## config.mk

```make
export PLATFORM = sky130hd
export DESIGN_NAME = sfr_read_cmd
export DESIGN_NICKNAME = d
export VERILOG_FILES = /design/src/sfr_pkg.sv /design/src/sfr_fifo.sv /design/src/sfr_read_cmd.sv /design/src/sfr_sync.sv
export SDC_FILE = /design/constraint.sdc
export NUM_CORES = 1
export LEC_CHECK = 0
export ABC_AREA = 1
export BUFFER_PORTS_ARGS = -buffer_cell sky130_fd_sc_hd__buf_2
export CORE_MARGIN = 10
export CORE_UTILIZATION = 35
export CTS_CLUSTER_SIZE = 12
export DETAILED_ROUTE_END_ITERATION = 8
export GPL_ROUTABILITY_DRIVEN = 0
export HOLD_SLACK_MARGIN = 0.12
export PLACE_DENSITY = 0.6
export SLEW_MARGIN = 10
export SYNTH_ARGS = -nofsm -noshare
export SYNTH_HDL_FRONTEND = slang
export SYNTH_SLANG_ARGS = --single-unit
```

## constraint.sdc

```tcl
create_clock -name sys_clk_in -period 8.55 [get_ports sys_clk_in]
set_input_delay 0.855 -clock sys_clk_in [delete_from_list [all_inputs] [get_ports sys_clk_in]]
set_output_delay 0.855 -clock sys_clk_in [all_outputs]
set_load 0.01 [all_outputs]
```

## src/sfr_pkg.sv

```systemverilog
// Package: opcodes, phase encoding and reset values for the serial flash read block
package sfr_pkg;

	// ----------------------------------------------------------------
	// Opcodes
	// ----------------------------------------------------------------
	localparam logic [7:0] OPC_READ      = 8'h03;
	localparam logic [7:0] OPC_READ_4B   = 8'h13;
	localparam logic [7:0] OPC_FAST      = 8'h0B;
	localparam logic [7:0] OPC_FAST_4B   = 8'h0C;
	localparam logic [7:0] OPC_DUAL      = 8'h3B;
	localparam logic [7:0] OPC_DUAL_4B   = 8'h3C;
	localparam logic [7:0] OPC_QUAD      = 8'h6B;
	localparam logic [7:0] OPC_ENTER_4B  = 8'hB7;
	localparam logic [7:0] OPC_EXIT_4B   = 8'hE9;

	// ----------------------------------------------------------------
	// Field sizes, counts and reset values
	// ----------------------------------------------------------------
	localparam logic [5:0] OPC_BITS      = 6'h08;
	localparam logic [5:0] ADDR_BITS_3B  = 6'h18;
	localparam logic [5:0] ADDR_BITS_4B  = 6'h20;
	localparam logic [5:0] DUMMY_CLOCKS  = 6'h08;
	localparam logic [3:0] BYTE_BITS     = 4'h8;
	localparam logic [7:0] EXT_ADDR_RST  = 8'h00;
	localparam logic       ADS_RST       = 1'b0;
	localparam int         FIFO_DEPTH    = 4;

	// Lane counts of the data phase
	localparam logic [2:0] LANES_1       = 3'h1;
	localparam logic [2:0] LANES_2       = 3'h2;
	localparam logic [2:0] LANES_4       = 3'h4;

	// ----------------------------------------------------------------
	// Frame phases, Gray along opcode, address, dummy, data
	// ----------------------------------------------------------------
	typedef enum logic [2:0] {
		PH_IDLE   = 3'b000,
		PH_OPC    = 3'b001,
		PH_ADDR   = 3'b011,
		PH_DUMMY  = 3'b010,
		PH_DATA   = 3'b110,
		PH_IGNORE = 3'b100
	} sfr_phase_t;

endpackage : sfr_pkg

```

## src/sfr_fifo.sv

```systemverilog
// Small flip-flop FIFO with valid/ready on both sides and a flush
`timescale 1ns/100ps
module sfr_fifo #(
	parameter int WIDTH = 8,
	parameter int DEPTH = 4
) (
	input  wire logic             sys_clk_in,
	input  wire logic             rst_in,
	input  wire logic             flush_in,
	input  wire logic             in_valid_in,
	input  wire logic [WIDTH-1:0] in_data_in,
	output logic                  in_ready_out,
	output logic                  out_valid_out,
	output logic      [WIDTH-1:0] out_data_out,
	input  wire logic             out_ready_in
);

	localparam int PW = $clog2(DEPTH);

	logic [WIDTH-1:0] mem_ff [DEPTH];
	logic [PW-1:0]    wr_ptr_ff;
	logic [PW-1:0]    rd_ptr_ff;
	logic [PW:0]      count_ff;
	logic             push;
	logic             pop;

	assign in_ready_out  = (count_ff != (PW+1)'(DEPTH));
	assign out_valid_out = (count_ff != '0);
	assign out_data_out  = mem_ff[rd_ptr_ff];
	assign push          = in_valid_in && in_ready_out && !flush_in;
	assign pop           = out_valid_out && out_ready_in && !flush_in;

	function automatic logic [PW-1:0] ptr_inc(input logic [PW-1:0] p);
		ptr_inc = (p == (PW)'(DEPTH-1)) ? '0 : p + 1'b1;
	endfunction : ptr_inc

	always_ff @(posedge sys_clk_in) begin
		if (push) begin
			mem_ff[wr_ptr_ff] <= in_data_in;
		end
	end

	always_ff @(posedge sys_clk_in) begin
		if (rst_in || flush_in) begin
			wr_ptr_ff <= '0;
			rd_ptr_ff <= '0;
			count_ff  <= '0;
		end else begin
			if (push) begin
				wr_ptr_ff <= ptr_inc(wr_ptr_ff);
			end
			if (pop) begin
				rd_ptr_ff <= ptr_inc(rd_ptr_ff);
			end
			count_ff <= count_ff + (PW+1)'(push) - (PW+1)'(pop);
		end
	end

endmodule : sfr_fifo

```

## src/sfr_read_cmd.sv

```systemverilog
// Device-side read command engine of a serial NOR flash, sampled on the system clock
`timescale 1ns/100ps

module sfr_read_cmd
	import sfr_pkg::*;
#(
	parameter int FIFO_DEPTH_P = FIFO_DEPTH
) (
	input  wire logic        sys_clk_in,
	input  wire logic        rst_in,
	input  wire logic        sw_reset_in,
	input  wire logic        cs_n_in,
	input  wire logic        sclk_in,
	input  wire logic        data_line_0_in,
	input  wire logic        busy_in,
	input  wire logic        quad_enable_bit_in,
	input  wire logic        std_spi_mode_in,
	input  wire logic        ext_addr_wr_in,
	input  wire logic [7:0]  ext_addr_wdata_in,
	output logic             data_line_0_out,
	output logic             data_line_0_oe_out,
	output logic             data_line_1_out,
	output logic             data_line_1_oe_out,
	output logic             data_line_2_out,
	output logic             data_line_2_oe_out,
	output logic             data_line_3_out,
	output logic             data_line_3_oe_out,
	output logic             mem_rd_out,
	output logic [31:0]      mem_addr_out,
	input  wire logic        mem_data_valid_in,
	input  wire logic [7:0]  mem_data_in,
	output logic             address_size_mode_bit_out,
	output logic [7:0]       ext_addr_out,
	output logic             cmd_active_out,
	output logic             cmd_ignored_out,
	output logic             underrun_out
);

	// ----------------------------------------------------------------
	// Pin synchronisers and clock edge detection
	// ----------------------------------------------------------------
	logic [2:0] pins_sync;
	logic       cs_n_s;
	logic       sclk_s;
	logic       si_s;
	logic       sclk_prev_ff;
	logic       rise;
	logic       fall;

	sfr_sync #(
		.WIDTH (3)
	) u_sync (
		.sys_clk_in (sys_clk_in),
		.rst_in     (rst_in),
		.async_in   ({cs_n_in, sclk_in, data_line_0_in}),
		.rst_val_in (3'h4),
		.sync_out   (pins_sync)
	);

	assign cs_n_s = pins_sync[2];
	assign sclk_s = pins_sync[1];
	assign si_s   = pins_sync[0];

	always_ff @(posedge sys_clk_in) begin
		if (rst_in) begin
			sclk_prev_ff <= 1'b0;
		end else begin
			sclk_prev_ff <= sclk_s;
		end
	end

	// Edges only count inside a frame; the clock may idle either way between frames
	assign rise = !cs_n_s && sclk_s && !sclk_prev_ff;
	assign fall = !cs_n_s && !sclk_s && sclk_prev_ff;

	// ----------------------------------------------------------------
	// Opcode decode
	// ----------------------------------------------------------------
	typedef struct packed {
		logic       is_read;
		logic       needs_spi;
		logic       needs_qe;
		logic       force_4b;
		logic       has_dummy;
		logic [2:0] lanes;
	} sfr_dec_t;

	function automatic sfr_dec_t sfr_decode(input logic [7:0] opc);
		sfr_dec_t d;
		d = '0;
		d.lanes = LANES_1;
		unique case (opc)
			OPC_READ: begin
				d.is_read = 1'b1;
				d.needs_spi = 1'b1;
			end
			OPC_READ_4B: begin
				d.is_read = 1'b1;
				d.needs_spi = 1'b1;
				d.force_4b = 1'b1;
			end
			OPC_FAST: begin
				d.is_read = 1'b1;
				d.has_dummy = 1'b1;
			end
			OPC_FAST_4B: begin
				d.is_read = 1'b1;
				d.needs_spi = 1'b1;
				d.force_4b = 1'b1;
				d.has_dummy = 1'b1;
			end
			OPC_DUAL: begin
				d.is_read = 1'b1;
				d.has_dummy = 1'b1;
				d.lanes = LANES_2;
			end
			OPC_DUAL_4B: begin
				d.is_read = 1'b1;
				d.needs_spi = 1'b1;
				d.force_4b = 1'b1;
				d.has_dummy = 1'b1;
				d.lanes = LANES_2;
			end
			OPC_QUAD: begin
				d.is_read = 1'b1;
				d.needs_qe = 1'b1;
				d.has_dummy = 1'b1;
				d.lanes = LANES_4;
			end
			default: begin
				d.is_read = 1'b0;
			end
		endcase
		return d;
	endfunction : sfr_decode

	// ----------------------------------------------------------------
	// Frame state
	// ----------------------------------------------------------------
	sfr_phase_t phase_ff;
	sfr_phase_t nxt_phase;
	logic [7:0] opc_ff;
	logic [5:0] bit_cnt_ff;
	logic [5:0] addr_len_ff;
	logic       has_dummy_ff;
	logic [2:0] lanes_ff;
	logic [31:0] addr_sr_ff;
	logic       cs_prev_ff;
	logic       frame_end;
	sfr_dec_t   dec;
	logic [7:0] opc_next;
	logic       accept;
	logic       addr_done;
	logic [31:0] addr_full;

	assign opc_next  = {opc_ff[6:0], si_s};
	assign dec       = sfr_decode(opc_next);
	assign frame_end = cs_n_s && !cs_prev_ff;
	// Reject reads while busy, in the wrong bus mode or without quad enable
	assign accept    = dec.is_read && !busy_in && (!dec.needs_spi || std_spi_mode_in)
		&& (!dec.needs_qe || quad_enable_bit_in);
	assign addr_done = (phase_ff == PH_ADDR) && rise && (bit_cnt_ff == addr_len_ff - 6'h01);
	// Three-byte mode completes the address with the extended register
	assign addr_full = (addr_len_ff == ADDR_BITS_3B) ?
		{ext_addr_out, addr_sr_ff[22:0], si_s} : {addr_sr_ff[30:0], si_s};

	always_ff @(posedge sys_clk_in) begin
		if (rst_in) begin
			cs_prev_ff <= 1'b1;
		end else begin
			cs_prev_ff <= cs_n_s;
		end
	end

	always_comb begin
		nxt_phase = phase_ff;
		if (cs_n_s) begin
			nxt_phase = PH_IDLE;
		end else begin
			unique case (phase_ff)
				PH_IDLE: begin
					nxt_phase = PH_OPC;
				end
				PH_OPC: begin
					if (rise && bit_cnt_ff == OPC_BITS - 6'h01) begin
						nxt_phase = accept ? PH_ADDR : PH_IGNORE;
					end
				end
				PH_ADDR: begin
					if (addr_done) begin
						nxt_phase = has_dummy_ff ? PH_DUMMY : PH_DATA;
					end
				end
				PH_DUMMY: begin
					if (rise && bit_cnt_ff == DUMMY_CLOCKS - 6'h01) begin
						nxt_phase = PH_DATA;
					end
				end
				PH_DATA: begin
					nxt_phase = PH_DATA;
				end
				PH_IGNORE: begin
					nxt_phase = PH_IGNORE;
				end
				default: begin
					nxt_phase = PH_IGNORE;
				end
			endcase
		end
	end

	always_ff @(posedge sys_clk_in) begin
		if (rst_in) begin
			phase_ff <= PH_IDLE;
		end else begin
			phase_ff <= nxt_phase;
		end
	end

	// Bit counter, opcode and address shifters, MSB first on rising edges
	always_ff @(posedge sys_clk_in) begin
		if (rst_in || phase_ff == PH_IDLE) begin
			bit_cnt_ff   <= '0;
			opc_ff       <= '0;
			addr_sr_ff   <= '0;
			addr_len_ff  <= ADDR_BITS_3B;
			has_dummy_ff <= 1'b0;
			lanes_ff     <= LANES_1;
		end else if (rise) begin
			if (nxt_phase != phase_ff) begin
				bit_cnt_ff <= '0;
			end else if (bit_cnt_ff != 6'h3F) begin
				bit_cnt_ff <= bit_cnt_ff + 6'h01;
			end
			if (phase_ff == PH_OPC) begin
				opc_ff <= opc_next;
				if (bit_cnt_ff == OPC_BITS - 6'h01) begin
					addr_len_ff  <= (dec.force_4b || address_size_mode_bit_out) ?
						ADDR_BITS_4B : ADDR_BITS_3B;
					has_dummy_ff <= dec.has_dummy;
					lanes_ff     <= dec.lanes;
				end
			end
			if (phase_ff == PH_ADDR) begin
				addr_sr_ff <= {addr_sr_ff[30:0], si_s};
			end
		end
	end

	// ----------------------------------------------------------------
	// Address mode and extended address register
	// ----------------------------------------------------------------
	logic lone_opc;

	// Mode commands count only if exactly eight bits came before chip select rose
	assign lone_opc = frame_end && phase_ff == PH_IGNORE && bit_cnt_ff == 6'h00;

	always_ff @(posedge sys_clk_in) begin
		if (rst_in || sw_reset_in) begin
			address_size_mode_bit_out <= ADS_RST;
		end else if (lone_opc && opc_ff == OPC_EXIT_4B) begin
			address_size_mode_bit_out <= 1'b0;
		end else if (lone_opc && opc_ff == OPC_ENTER_4B) begin
			address_size_mode_bit_out <= 1'b1;
		end
	end

	always_ff @(posedge sys_clk_in) begin
		if (rst_in || sw_reset_in) begin
			ext_addr_out <= EXT_ADDR_RST;
		end else if (addr_done && address_size_mode_bit_out && addr_len_ff == ADDR_BITS_4B) begin
			ext_addr_out <= addr_full[31:24];
		end else if (ext_addr_wr_in) begin
			ext_addr_out <= ext_addr_wdata_in;
		end
	end

	// ----------------------------------------------------------------
	// Array fetch into the prefetch FIFO
	// ----------------------------------------------------------------
	logic       fetch_en_ff;
	logic       pend_ff;
	logic       fifo_in_ready;
	logic       fifo_out_valid;
	logic [7:0] fifo_out_data;
	logic       fifo_pop;
	logic       byte_load;

	// One request in flight at a time; a full FIFO stalls further requests
	always_ff @(posedge sys_clk_in) begin
		if (rst_in) begin
			fetch_en_ff  <= 1'b0;
			pend_ff      <= 1'b0;
			mem_rd_out   <= 1'b0;
			mem_addr_out <= '0;
		end else begin
			mem_rd_out <= 1'b0;
			if (cs_n_s) begin
				fetch_en_ff <= 1'b0;
			end else if (addr_done) begin
				fetch_en_ff  <= 1'b1;
				mem_addr_out <= addr_full;
			end
			if (mem_data_valid_in) begin
				pend_ff <= 1'b0;
			end else if (fetch_en_ff && !cs_n_s && !pend_ff && fifo_in_ready) begin
				pend_ff    <= 1'b1;
				mem_rd_out <= 1'b1;
			end
			if (mem_rd_out) begin
				mem_addr_out <= mem_addr_out + 32'h0000_0001;
			end
		end
	end

	sfr_fifo #(
		.WIDTH (8),
		.DEPTH (FIFO_DEPTH_P)
	) u_fifo (
		.sys_clk_in    (sys_clk_in),
		.rst_in        (rst_in),
		.flush_in      (!fetch_en_ff),
		.in_valid_in   (mem_data_valid_in),
		.in_data_in    (mem_data_in),
		.in_ready_out  (fifo_in_ready),
		.out_valid_out (fifo_out_valid),
		.out_data_out  (fifo_out_data),
		.out_ready_in  (fifo_pop)
	);

	// ----------------------------------------------------------------
	// Output shifter, updated on falling edges
	// ----------------------------------------------------------------
	logic [7:0] out_sr_ff;
	logic [3:0] bits_left_ff;
	logic [7:0] shifted;

	assign byte_load = (phase_ff == PH_DATA) && fall && bits_left_ff == 4'h0;
	assign fifo_pop  = byte_load;
	assign shifted   = byte_load ? fifo_out_data : (out_sr_ff << lanes_ff);

	always_ff @(posedge sys_clk_in) begin
		if (rst_in || phase_ff != PH_DATA) begin
			out_sr_ff    <= '0;
			bits_left_ff <= '0;
		end else if (fall) begin
			out_sr_ff    <= shifted;
			bits_left_ff <= (byte_load ? BYTE_BITS : bits_left_ff) - {1'b0, lanes_ff};
		end
	end

	// Lane mapping: single on line 1, dual on 1..0, quad on 3..0, MSB on the highest line
	always_ff @(posedge sys_clk_in) begin
		if (rst_in || phase_ff != PH_DATA) begin
			data_line_0_out <= 1'b0;
			data_line_1_out <= 1'b0;
			data_line_2_out <= 1'b0;
			data_line_3_out <= 1'b0;
		end else if (fall) begin
			unique case (lanes_ff)
				LANES_2: begin
					data_line_1_out <= shifted[7];
					data_line_0_out <= shifted[6];
				end
				LANES_4: begin
					data_line_3_out <= shifted[7];
					data_line_2_out <= shifted[6];
					data_line_1_out <= shifted[5];
					data_line_0_out <= shifted[4];
				end
				default: begin
					data_line_1_out <= shifted[7];
				end
			endcase
		end
	end

	// Enables rise with the first data fall, so the dummy phase stays floating
	always_ff @(posedge sys_clk_in) begin
		if (rst_in || phase_ff != PH_DATA) begin
			data_line_0_oe_out <= 1'b0;
			data_line_1_oe_out <= 1'b0;
			data_line_2_oe_out <= 1'b0;
			data_line_3_oe_out <= 1'b0;
		end else if (fall) begin
			data_line_1_oe_out <= 1'b1;
			data_line_0_oe_out <= lanes_ff != LANES_1;
			data_line_2_oe_out <= lanes_ff == LANES_4;
			data_line_3_oe_out <= lanes_ff == LANES_4;
		end
	end

	// ----------------------------------------------------------------
	// Status
	// ----------------------------------------------------------------
	always_ff @(posedge sys_clk_in) begin
		if (rst_in) begin
			cmd_active_out  <= 1'b0;
			cmd_ignored_out <= 1'b0;
			underrun_out    <= 1'b0;
		end else begin
			cmd_active_out  <= (nxt_phase == PH_ADDR) || (nxt_phase == PH_DUMMY) || (nxt_phase == PH_DATA);
			// Held from the opcode's last bit; the decode follows the live data line after it
			cmd_ignored_out <= (nxt_phase == PH_IGNORE)
				&& ((phase_ff == PH_IGNORE) ? cmd_ignored_out : dec.is_read);
			// Sticky per frame; the array was too slow for the serial clock
			if (phase_ff == PH_IDLE) begin
				underrun_out <= 1'b0;
			end else if (byte_load && !fifo_out_valid) begin
				underrun_out <= 1'b1;
			end
		end
	end

endmodule : sfr_read_cmd

```

## src/sfr_sync.sv

```systemverilog
// Two-flop synchroniser for pin-level inputs
`timescale 1ns/100ps
module sfr_sync #(
	parameter int WIDTH = 1
) (
	input  wire logic             sys_clk_in,
	input  wire logic             rst_in,
	input  wire logic [WIDTH-1:0] async_in,
	input  wire logic [WIDTH-1:0] rst_val_in,
	output logic      [WIDTH-1:0] sync_out
);

	logic [WIDTH-1:0] meta_ff;

	// Reset value is a constant at every instance; outside reset only meta_ff feeds sync_out
	always_ff @(posedge sys_clk_in) begin
		if (rst_in) begin
			meta_ff  <= rst_val_in;
			sync_out <= rst_val_in;
		end else begin
			meta_ff  <= async_in;
			sync_out <= meta_ff;
		end
	end

endmodule : sfr_sync

```

==> results of run 1 <==
-- registers in the layout, summed over array words and instances, names as in the netlist, 2 cells and up, named ones only --
register / count
bits_left_ff: 4
lanes_ff: 3
addr_sr_ff: 31
u_fifo.wr_ptr_ff: 2
opc_ff: 8
u_fifo.rd_ptr_ff: 2
addr_len_ff: 2
phase_ff: 3
ext_addr_out: 8
mem_addr_out: 32
u_sync.sync_out: 3
u_fifo.count_ff: 3
u_fifo.mem_ff: 32
out_sr_ff: 8
bit_cnt_ff: 6
u_sync.meta_ff: 3
-- critical path, stage by stage (launching register included) --
cell and delay [ns]:
dfxtp_1 0.38, inv_2 0.15, nand3_4 0.15, nor2_4 0.55, nand3_1 0.23, nor2_1 0.76
inv_1 0.35, nand2_1 0.16, o21ai_0 0.09, a221oi_1 0.32
-- power by group --
group          switching [mW]  leakage (nW)  internal (mW)
clock network           0.369         0.278          0.390
registers             0.00233          1.39          0.813
logic                  0.0207          2.29         0.0109
total                   0.392          3.96           1.21
-- logic make-up (layout without fill, tap and decap cells) --
| logic type | after synthesis | in the layout | synth area share [%] |
|---|---|---|---|
| simple gates | 468 | 468 | 24.8 |
| compound gates | 243 | 243 | 16.9 |
| buf+inv | 171 | 251 | 7.94 |
| flops | 169 | 169 | 45.2 |
| fa+ha+maj | 17 | 17 | 2.78 |
| xor+xnor | 16 | 16 | 1.71 |
| mux | 5 | 5 | 0.642 |
-- metal layers --
metal	share of wire [%]	vias up	global-route usage, %
met2	46	156	23.3
li1	-	3747	-
met1	48	3315	18.3
met3	4.3	23	2.98
met5	0	-	0
met4	1.5	0	3.84
-- how the worst max path moves through the flow --
stage                                   from                 end  slack, ns  cells after the start
after global routing      u_sync.sync_out[2]    mem_addr_out[13]       4.91                      9
after global placement    u_sync.sync_out[2]    mem_addr_out[13]       5.51                      9
after CTS                 u_sync.sync_out[2]    mem_addr_out[13]       5.30                      9
after floorplan                  phase_ff[1]  u_fifo.count_ff[2]       5.87                     15
final                     u_sync.sync_out[2]    mem_addr_out[13]       5.31                      9
after detailed placement  u_sync.sync_out[2]    mem_addr_out[13]       5.33                      9
-- cell type report --
cell class / count / area share, %
multi-input combinational: 749 / 40.6
tap: 313 / 4.15
inverter: 136 / 5.43
clock inverter: 15 / 1.58
clock buffer: 17 / 4.50
timing repair buffer: 83 / 4.50
sequential: 169 / 39.2
-- placed cells by master, fill, tap and decap left out, types with 6 or more instances in the layout --
master and instances:
xor2_1 13, nand2_1 198, nand3_1 43, o21ai_0 104
a211oi_1 7, buf_2 79, inv_6 6, nor3_1 14
nor4_1 9, ha_1 15, nand4_1 8, o221ai_1 8
dfxtp_1 137, a21oi_1 81, or2_2 10, o211ai_1 7
o32ai_1 8, a31oi_1 6, nor2_2 7, inv_1 128
nor2_1 162, edfxtp_1 32, clkbuf_16 17
-- per-stage QoR --
step           power, mW  worst slack (ns)
3_3_place_gp       0.865              5.51
6_report            1.61              5.31
5_1_grt             1.66              4.91
4_1_cts             1.62              5.30
2_1_floorplan      0.850              5.87
3_5_place_dp       0.865              5.33
==> summary.txt, run 1 <==
Result of the run - completed
Chip height - 173 um
Detailed-route via count - 7241
Final routed DRC violation total - 0
Leakage - 3.96 nW
Worst IR drop on VDD - 0.108 mV
Number of placement rows - 55
Final wirelength - 21300 um
Post-route setup TNS - 0 ns
Slew at the pin closest to its max-slew limit - 0.938 ns
Critical path data arrival time - 3.57 ns
Cell count after synthesis - 1089
Routed wirelength normalized by instance count - 14.4 um
Worst Reg-to-Reg Cells - 9
Setup violators final - 0
Via-to-Cell Ratio - 4.89
Clk_skew - 0.0107 ns
Final Critical Period - 3.24 ns
Largest net degree at the start of global routing - 45
Sequential element share of the synthesized area - 45.2%
Filler Cell Count - 2375
Hold depth - 2
Number of global-route vias before repair - 6984
Count of H-tree levels built during CTS - 4
Fin crit share - 37.9%
Area leader, netlist - dfxtp_1
Synthesized area divided by synthesized cell count - 7.52 um^2
Area fraction of the dominant cell type after synthesis - 33.5%
Post-place instance area - 0.00887 mm^2
Register clock-pin slew on the reported worst setup and hold paths - 0.07 ns
Cell total after placement - 1450
Setup bufs post-CTS - 0
Setup slack of the worst register-to-register path - 5.31 ns
Initial antenna violation count - 0
Net count after synthesis - 1133
Layout net count - 1200
First DRT Iteration DRCs - 501
Total count of max-transition violations in the final report - 0
Footprint of the multi-input gates - 0.00384 mm^2
CTS Buf Count - 17
Clock tree from TritonCTS - done
Post-CTS Hold Buffers - 0
Max frequency - 0.309 GHz
Worst path required time - 8.88 ns
Clock tree root driver cell - clkbuf_16
Startpoint of the worst hold path - u_sync.meta_ff[1]
Unrepaired setup endpoints after global routing - false
Source of the worst register-to-register timing path - u_sync.sync_out[2]
Number of synthesized flops with an enable pin - 32
Buffers added on ports - 79
CP max FO - 34
Core region area - 0.0228 mm^2
First-pass GRT wire length - 35600 um
Normalized max-slew margin - 37.2%
Hold worst-path end - u_sync.sync_out[1]
Endpoint of the worst register-to-register path - mem_addr_out[13]
N_diodes - 0
Horiz. Die Dim - 173 um
Synth cell types - 50
Number of top-level pins - 80
Kind of critical path - reg2reg
Critical Path Start Type - flop
Area Growth Syn to Fin - 15.3%
Tightest hold margin - 0.410 ns
First-pass iteration count of the detailed router - 5
Finished Layout Cells - 1482
Flop and latch count out of synthesis - 169
Total number of clock tree sinks - 169
Most common cell in the synthesized netlist - nand2_1
Area of the mapped netlist - 0.00819 mm^2
DIE AREA - 0.0299 mm^2
Proportion of layout cells with a drive suffix above 1 - 13.2%
Final Hold Fails - 0
Starting density of the core - 35.8%
Post-route design area - 0.00944 mm^2
Register Area - 0.00370 mm^2
Critical path capture point type - flop
GRT Overall Usage - 14.2%
HPWL reported at the end of detailed placement - 15400 um
Share of synthesized registers carrying an async set or reset - 0%
Area contributors post-synth - dfxtp_1, edfxtp_1, nand2_1
Areal power density over the cells - 170 mW/mm^2
Antenna-violating nets left - 0
Cts repair resizes - 0
Final Util - 41.3%
Yosys warns - 0
Insertion delay of the later-clocked pin in the worst-skew pair - 0.43 ns
Kind of path behind the tightest hold check - reg2reg
Max clock buf depth - 2
Main flop type after synthesis - dfxtp_1
Max-cap violation count - 0
Cell types with the highest counts after synthesis - nand2_1, nor2_1, dfxtp_1
Overflow left after global routing - 0
(Power assumes the default switching activity.)
==> inputs of run 2 (changes only) <==
--- a/config.mk
+++ b/config.mk
@@ -5,7 +5,7 @@
 export SDC_FILE = /design/constraint.sdc
 export NUM_CORES = 1
 export LEC_CHECK = 0
-export ABC_AREA = 1
+export ABC_AREA = 0
 export BUFFER_PORTS_ARGS = -buffer_cell sky130_fd_sc_hd__buf_2
 export CORE_MARGIN = 10
 export CORE_UTILIZATION = 35
==> constraint.sdc (replaced) <==
create_clock -name sys_clk_in -period 3.4 [get_ports sys_clk_in]
set_input_delay 0.34 -clock sys_clk_in [delete_from_list [all_inputs] [get_ports sys_clk_in]]
set_output_delay 0.34 -clock sys_clk_in [all_outputs]
set_load 0.01 [all_outputs]
==> summary.txt, run 2 <==
Clock tree root driver cell - clkbuf_16
Flop and latch count out of synthesis - 169
Main flop type after synthesis - dfxtp_1
Clk_skew - 0.00957 ns
Most common cell in the synthesized netlist - dfxtp_1
Areal power density over the cells - 438 mW/mm^2
Cell count after synthesis - 894
Number of synthesized flops with an enable pin - 32
Insertion delay of the later-clocked pin in the worst-skew pair - 0.43 ns
Share of synthesized registers carrying an async set or reset - 0%
Area of the mapped netlist - 0.00794 mm^2
Post-place instance area - 0.00855 mm^2
Overflow left after global routing - 0
Clock tree from TritonCTS - done
CP max FO - 7
CTS Buf Count - 17
Share of power burned in combinational logic - 1.9%
Horiz. Die Dim - 171 um
Total number of clock tree sinks - 169
Final routed DRC violation total - 0
Post-Place Setup Slack - 0.723 ns
Number of placement rows - 55
Normalized max-slew margin - 18.8%
Commonest non-fill, non-tap cells in the layout - dfxtp_1, nand2_1, nor2_1, a21oi_1, buf_2
Final Util - 40.9%
Largest net degree at the start of global routing - 53
Core region area - 0.0225 mm^2
Number of top-level pins - 80
Setup slack of the worst register-to-register path - 0.74 ns
Sequential element share of the synthesized area - 46.6%
Kind of critical path - reg2reg
Kind of path behind the tightest hold check - in2reg
Max clock buf depth - 2
Delay of the slowest critical-path stage - 0.59 ns
Clock share of power - 47.2%
Proportion of power drawn by flip-flops and latches - 50.9%
Routed wirelength normalized by instance count - 16.1 um
Antenna-violating nets left - 0
Total internal power - 3.13 mW
Synth cell types - 72
Registers with the most flip-flops - mem_addr_out: 32 flops, u_fifo.mem_ff: 32 flops, addr_sr_ff: 31 flops
Starting density of the core - 35.3%
Post-route setup TNS - 0 ns
Chip height - 171 um
Slew at the pin closest to its max-slew limit - 1.22 ns
Cell at the slowest stage of the critical path - o31ai_2
Total count of max-transition violations in the final report - 0
Area contributors post-synth - dfxtp_1, edfxtp_1, nand2_1
Initial antenna violation count - 2
Cell types with the highest counts after synthesis - dfxtp_1, nand2_1, nor2_1
First DRT Iteration DRCs - 457
Switching share of power - 22.4%
Most common cell after layout, fill and taps aside - dfxtp_1
Yosys warns - 0
Count of H-tree levels built during CTS - 4
GRT Overall Usage - 14.1%
Setup violators final - 0
Layout net count - 999
Register clock-pin slew on the reported worst setup and hold paths - 0.07 ns
Leakage - 3.23 nW
Proportion of layout cells with a drive suffix above 1 - 15.9%
Via-to-Cell Ratio - 5.35
Final Hold Fails - 0
Worst path required time - 3.72 ns
HPWL reported at the end of detailed placement - 14200 um
Number of global-route vias before repair - 6391
Detailed-route via count - 6711
Area Growth Syn to Fin - 16.0%
Max-cap violation count - 0
First-pass iteration count of the detailed router - 5
Max frequency - 0.375 GHz
Worst IR drop on VDD - 0.278 mV
Fin crit share - 78.4%
Critical path data arrival time - 2.99 ns
Unrepaired setup endpoints after global routing - false
Final wirelength - 20200 um
First-pass GRT wire length - 33400 um
Critical path capture point type - flop
Buffers added on ports - 79
Post-route design area - 0.00921 mm^2
Synthesized area divided by synthesized cell count - 8.88 um^2
Critical Path Start Type - flop
Cell chain of the critical path - inv_1, ha_1, xnor2_1, nand4_1, o31ai_2, nand2b_1, nor2_1, nor3_1
Area leader, netlist - dfxtp_1
Minimum setup slack in the final design - 0.735 ns
Cts repair resizes - 0
P_sw - 0.906 mW
Final Critical Period - 2.66 ns
Area fraction of the dominant cell type after synthesis - 34.5%
PnR Total Power - 4.04 mW
DIE AREA - 0.0291 mm^2
Result of the run - completed
Net count after synthesis - 938
==> run 2: cell types whose count changed after synthesis, sizes merged, moves of 9 or more <==
cell    previous run  this run
nand2b             0         9
mux2i              3        19
mux4               0        11
and3               0        12
clkbuf            32        48
xor2              13         3
nor3              18        37
nor2             173        96
nor2b              0        15
nand2            201       124
inv              133        23
and2               1        10
o21ai            107        34
nand3             46        36
==> run 2: worst paths after layout <==
kind | start | cells after the start | to
min reg2reg | u_sync.meta_ff[2] | 1 | u_sync.sync_out[2]
min | cs_n_in | 2 | u_sync.meta_ff[2]
max reg2reg | addr_len_ff[4] | 8 | ext_addr_out[4]
max | addr_len_ff[4] | 8 | ext_addr_out[4]
==> run 2: through the flow <==
step	hold WS, ns	cells
5_1_grt	0.123	1255
4_1_cts	0.120	1253
3_5_place_dp	0.399	1213
6_report	0.138	1255
3_3_place_gp	0.396	1213
2_1_floorplan	0.389	894
==> run 2: cell families after synthesis <==
kind of cell               Yosys count  synth area share, %
and+or+nand+nor                    397                 24.8
AOI/OAI and AO/OA                  190                 14.7
DFF                                169                 46.6
buffers and inverters               79                 4.03
muxes                               33                 5.94
adders and majority gates           17                 2.87
xor gates and xnor gates             9                0.993
==> run 2: worst max-delay path, delay by kind of cell (launching register included) <==
kind,cells,cell delay (ns)
AO/OA/AOI/OAI,1,0.59
XOR/XNOR,1,0.30
adder cells (fa/ha/maj),1,0.30
buffers and inverters,1,0.06
flip-flops,1,0.40
AND/OR/NAND/NOR,4,0.91
==> run 2: area by class of cell <==
class	instances	area [um^2]
multi-input cells	646	3930
fillers	2168	13300
well taps	285	357
clock buffers	19	443
repair buffers	98	558
flip-flops and latches	169	3700
inverters	23	86.3
clock inverters	13	133
diodes	2	5.00
==> run 2: layer usage <==
layer / global-route usage [%] / vias up / wire length (um)
li1: - / 3330 / -
met1: 18.1 / 3205 / 9170
met5: 0 / - / 0
met3: 2.72 / 30 / 751
met2: 22.8 / 146 / 9830
met4: 5.38 / 0 / 417
==> run 2: repair_timing <==
item / CTS / global route
endpoints found under the hold margin: 25 / 0
hold buffers: 8 / 0
setup buffers: 0 / 0
endpoints found under the setup margin: 0 / 0
==> run 2: power groups by stage <==
stage	Combinational [mW]	Sequential [mW]	Clock, mW
after floorplan	0.0337	2.10	0
after global placement	0.0700	2.10	0
after detailed placement	0.0703	2.10	0
after CTS	0.0781	2.05	1.96
after global routing	0.0856	2.05	2.04
final	0.0766	2.05	1.91
==> inputs of run 3 (changes only) <==
--- a/config.mk
+++ b/config.mk
@@ -13,7 +13,7 @@
 export DETAILED_ROUTE_END_ITERATION = 8
 export GPL_ROUTABILITY_DRIVEN = 0
 export HOLD_SLACK_MARGIN = 0.12
-export PLACE_DENSITY = 0.6
+export PLACE_DENSITY = 0.62
 export SLEW_MARGIN = 10
 export SYNTH_ARGS = -nofsm -noshare
 export SYNTH_HDL_FRONTEND = slang
==> constraint.sdc (replaced) <==
create_clock -name sys_clk_in -period 2.2 [get_ports sys_clk_in]
set_input_delay 0.22 -clock sys_clk_in [delete_from_list [all_inputs] [get_ports sys_clk_in]]
set_output_delay 0.22 -clock sys_clk_in [all_outputs]
set_load 0.01 [all_outputs]
==> summary.txt, run 3 (synthesis gave the netlist of run 2 again) <==
Critical path data arrival time - 2.51 ns
CTS Buf Count - 17
Unrepaired setup endpoints after global routing - true
Proportion of layout cells with a drive suffix above 1 - 23.8%
PnR Total Power - 6.22 mW
Max-cap violation count - 0
First DRT Iteration DRCs - 513
First-pass GRT wire length - 34500 um
Via-to-Cell Ratio - 5.21
Starting density of the core - 35.3%
Post-Place Setup Slack - -0.00330 ns
Register clock-pin slew on the reported worst setup and hold paths - 0.07 ns
Number of top-level pins - 80
Total internal power - 4.74 mW
Clock share of power - 46.7%
CP max FO - 3
Max clock buf depth - 2
Detailed-route via count - 6977
Area Growth Syn to Fin - 26.4%
Number of global-route vias before repair - 6727
Fin crit share - 99.7%
DIE AREA - 0.0291 mm^2
Registers with the most flip-flops - mem_addr_out: 32 flops, u_fifo.mem_ff: 32 flops, addr_sr_ff: 31 flops
Chip height - 171 um
Result of the run - completed
Insertion delay of the later-clocked pin in the worst-skew pair - 0.44 ns
Areal power density over the cells - 620 mW/mm^2
Leakage - 3.68 nW
Buffers added on ports - 79
Worst path required time - 2.51 ns
HPWL reported at the end of detailed placement - 15000 um
Final routed DRC violation total - 0
Clock tree from TritonCTS - done
Commonest non-fill, non-tap cells in the layout - dfxtp_1, nand2_1, nor2_1, a21oi_1, buf_4
Total count of max-transition violations in the final report - 0
Final Hold Fails - 0
Largest net degree at the start of global routing - 25
Initial antenna violation count - 1
Max frequency - 0.456 GHz
Core region area - 0.0225 mm^2
Critical Path Start Type - flop
Number of placement rows - 55
Horiz. Die Dim - 171 um
Post-place instance area - 0.00910 mm^2
Clk_skew - 0.0114 ns
Count of H-tree levels built during CTS - 4
Antenna-violating nets left - 0
Minimum setup slack in the final design - 0.00569 ns
Switching share of power - 23.9%
Worst IR drop on VDD - 0.425 mV
Share of power burned in combinational logic - 2.4%
Overflow left after global routing - 0
Clock tree root driver cell - clkbuf_16
Proportion of power drawn by flip-flops and latches - 50.9%
GRT Overall Usage - 14.6%
Critical path capture point type - flop
Kind of path behind the tightest hold check - in2reg
P_sw - 1.49 mW
Tightest hold margin - 0.119 ns
Slew at the pin closest to its max-slew limit - 0.570 ns
Most common cell after layout, fill and taps aside - dfxtp_1
First-pass iteration count of the detailed router - 4
Kind of critical path - reg2reg
Total number of clock tree sinks - 169
Final Critical Period - 2.19 ns
Normalized max-slew margin - 62.0%
Setup violators final - 0
Layout net count - 1085
Post-route design area - 0.0100 mm^2
Final wirelength - 21200 um
Routed wirelength normalized by instance count - 15.8 um
[run 3: final timing paths]
kind | slack, ns | to | start | cells after the start
hold / removal | 0.12 | ext_addr_out[0] | ext_addr_wdata_in[0] | 3
setup reg to reg | 0.006 | u_fifo.count_ff[2] | bits_left_ff[3] | 12
setup / recovery | 0.006 | u_fifo.count_ff[2] | bits_left_ff[3] | 12
hold reg to reg | 0.42 | u_sync.sync_out[2] | u_sync.meta_ff[2] | 1
[run 3: power groups by stage]
stage | combinational, mW | sequential, mW | clock (mW)
4_1_cts | 0.148 | 3.17 | 2.97
3_5_place_dp | 0.122 | 3.24 | 0
5_1_grt | 0.164 | 3.17 | 3.09
2_1_floorplan | 0.0524 | 3.24 | 0
6_report | 0.149 | 3.17 | 2.91
3_3_place_gp | 0.121 | 3.24 | 0
[run 3: routing by layer]
layer	track usage, %	share of wire [%]	vias to the layer above
li1	-	-	3483
met1	18.3	46	3347
met2	24.1	49	123
met3	2.58	3.4	24
met4	6.03	2.0	0
met5	0	0	-
[run 3: worst max-delay path, stage by stage, from the launching register on]
cell	delay, ns
dfxtp_2	0.33
nor4_2	0.25
buf_4	0.15
nand3_2	0.07
nor2_1	0.10
ha_1	0.23
inv_1	0.06
ha_1	0.13
inv_1	0.05
fa_2	0.35
xor2_2	0.15
xnor2_1	0.14
nor2_1	0.05
[run 3: what timing repair did]
action	4_1_cts	5_1_grt
pin swaps	0	12
gates cloned	0	1
buffers inserted	0	6
hold buffers	18	0
resized for setup	0	26
setup endpoints to repair	1	30
endpoints found under the hold margin	46	0
[run 3: metrics by stage]
stage               utilization [%]    TNS [ns]  std cells
floorplan                         -           0        894
detailed placement             40.4    -0.00330       1282
finish                         44.6           0       1340
global route                   44.6      -0.520       1340
CTS                            43.8     -0.0175       1332
global placement               40.4  -0.0000937       1282
[run 3: cell type report]
class                   instances  area, um^2
well taps                     285         357
multi-input cells             646        4040
flip-flops and latches        169        3710
diodes                          1        2.50
clock inverters                15         144
clock buffers                  17         425
repair buffers                184        1270
fillers                      2175       12500
inverters                      23        86.3
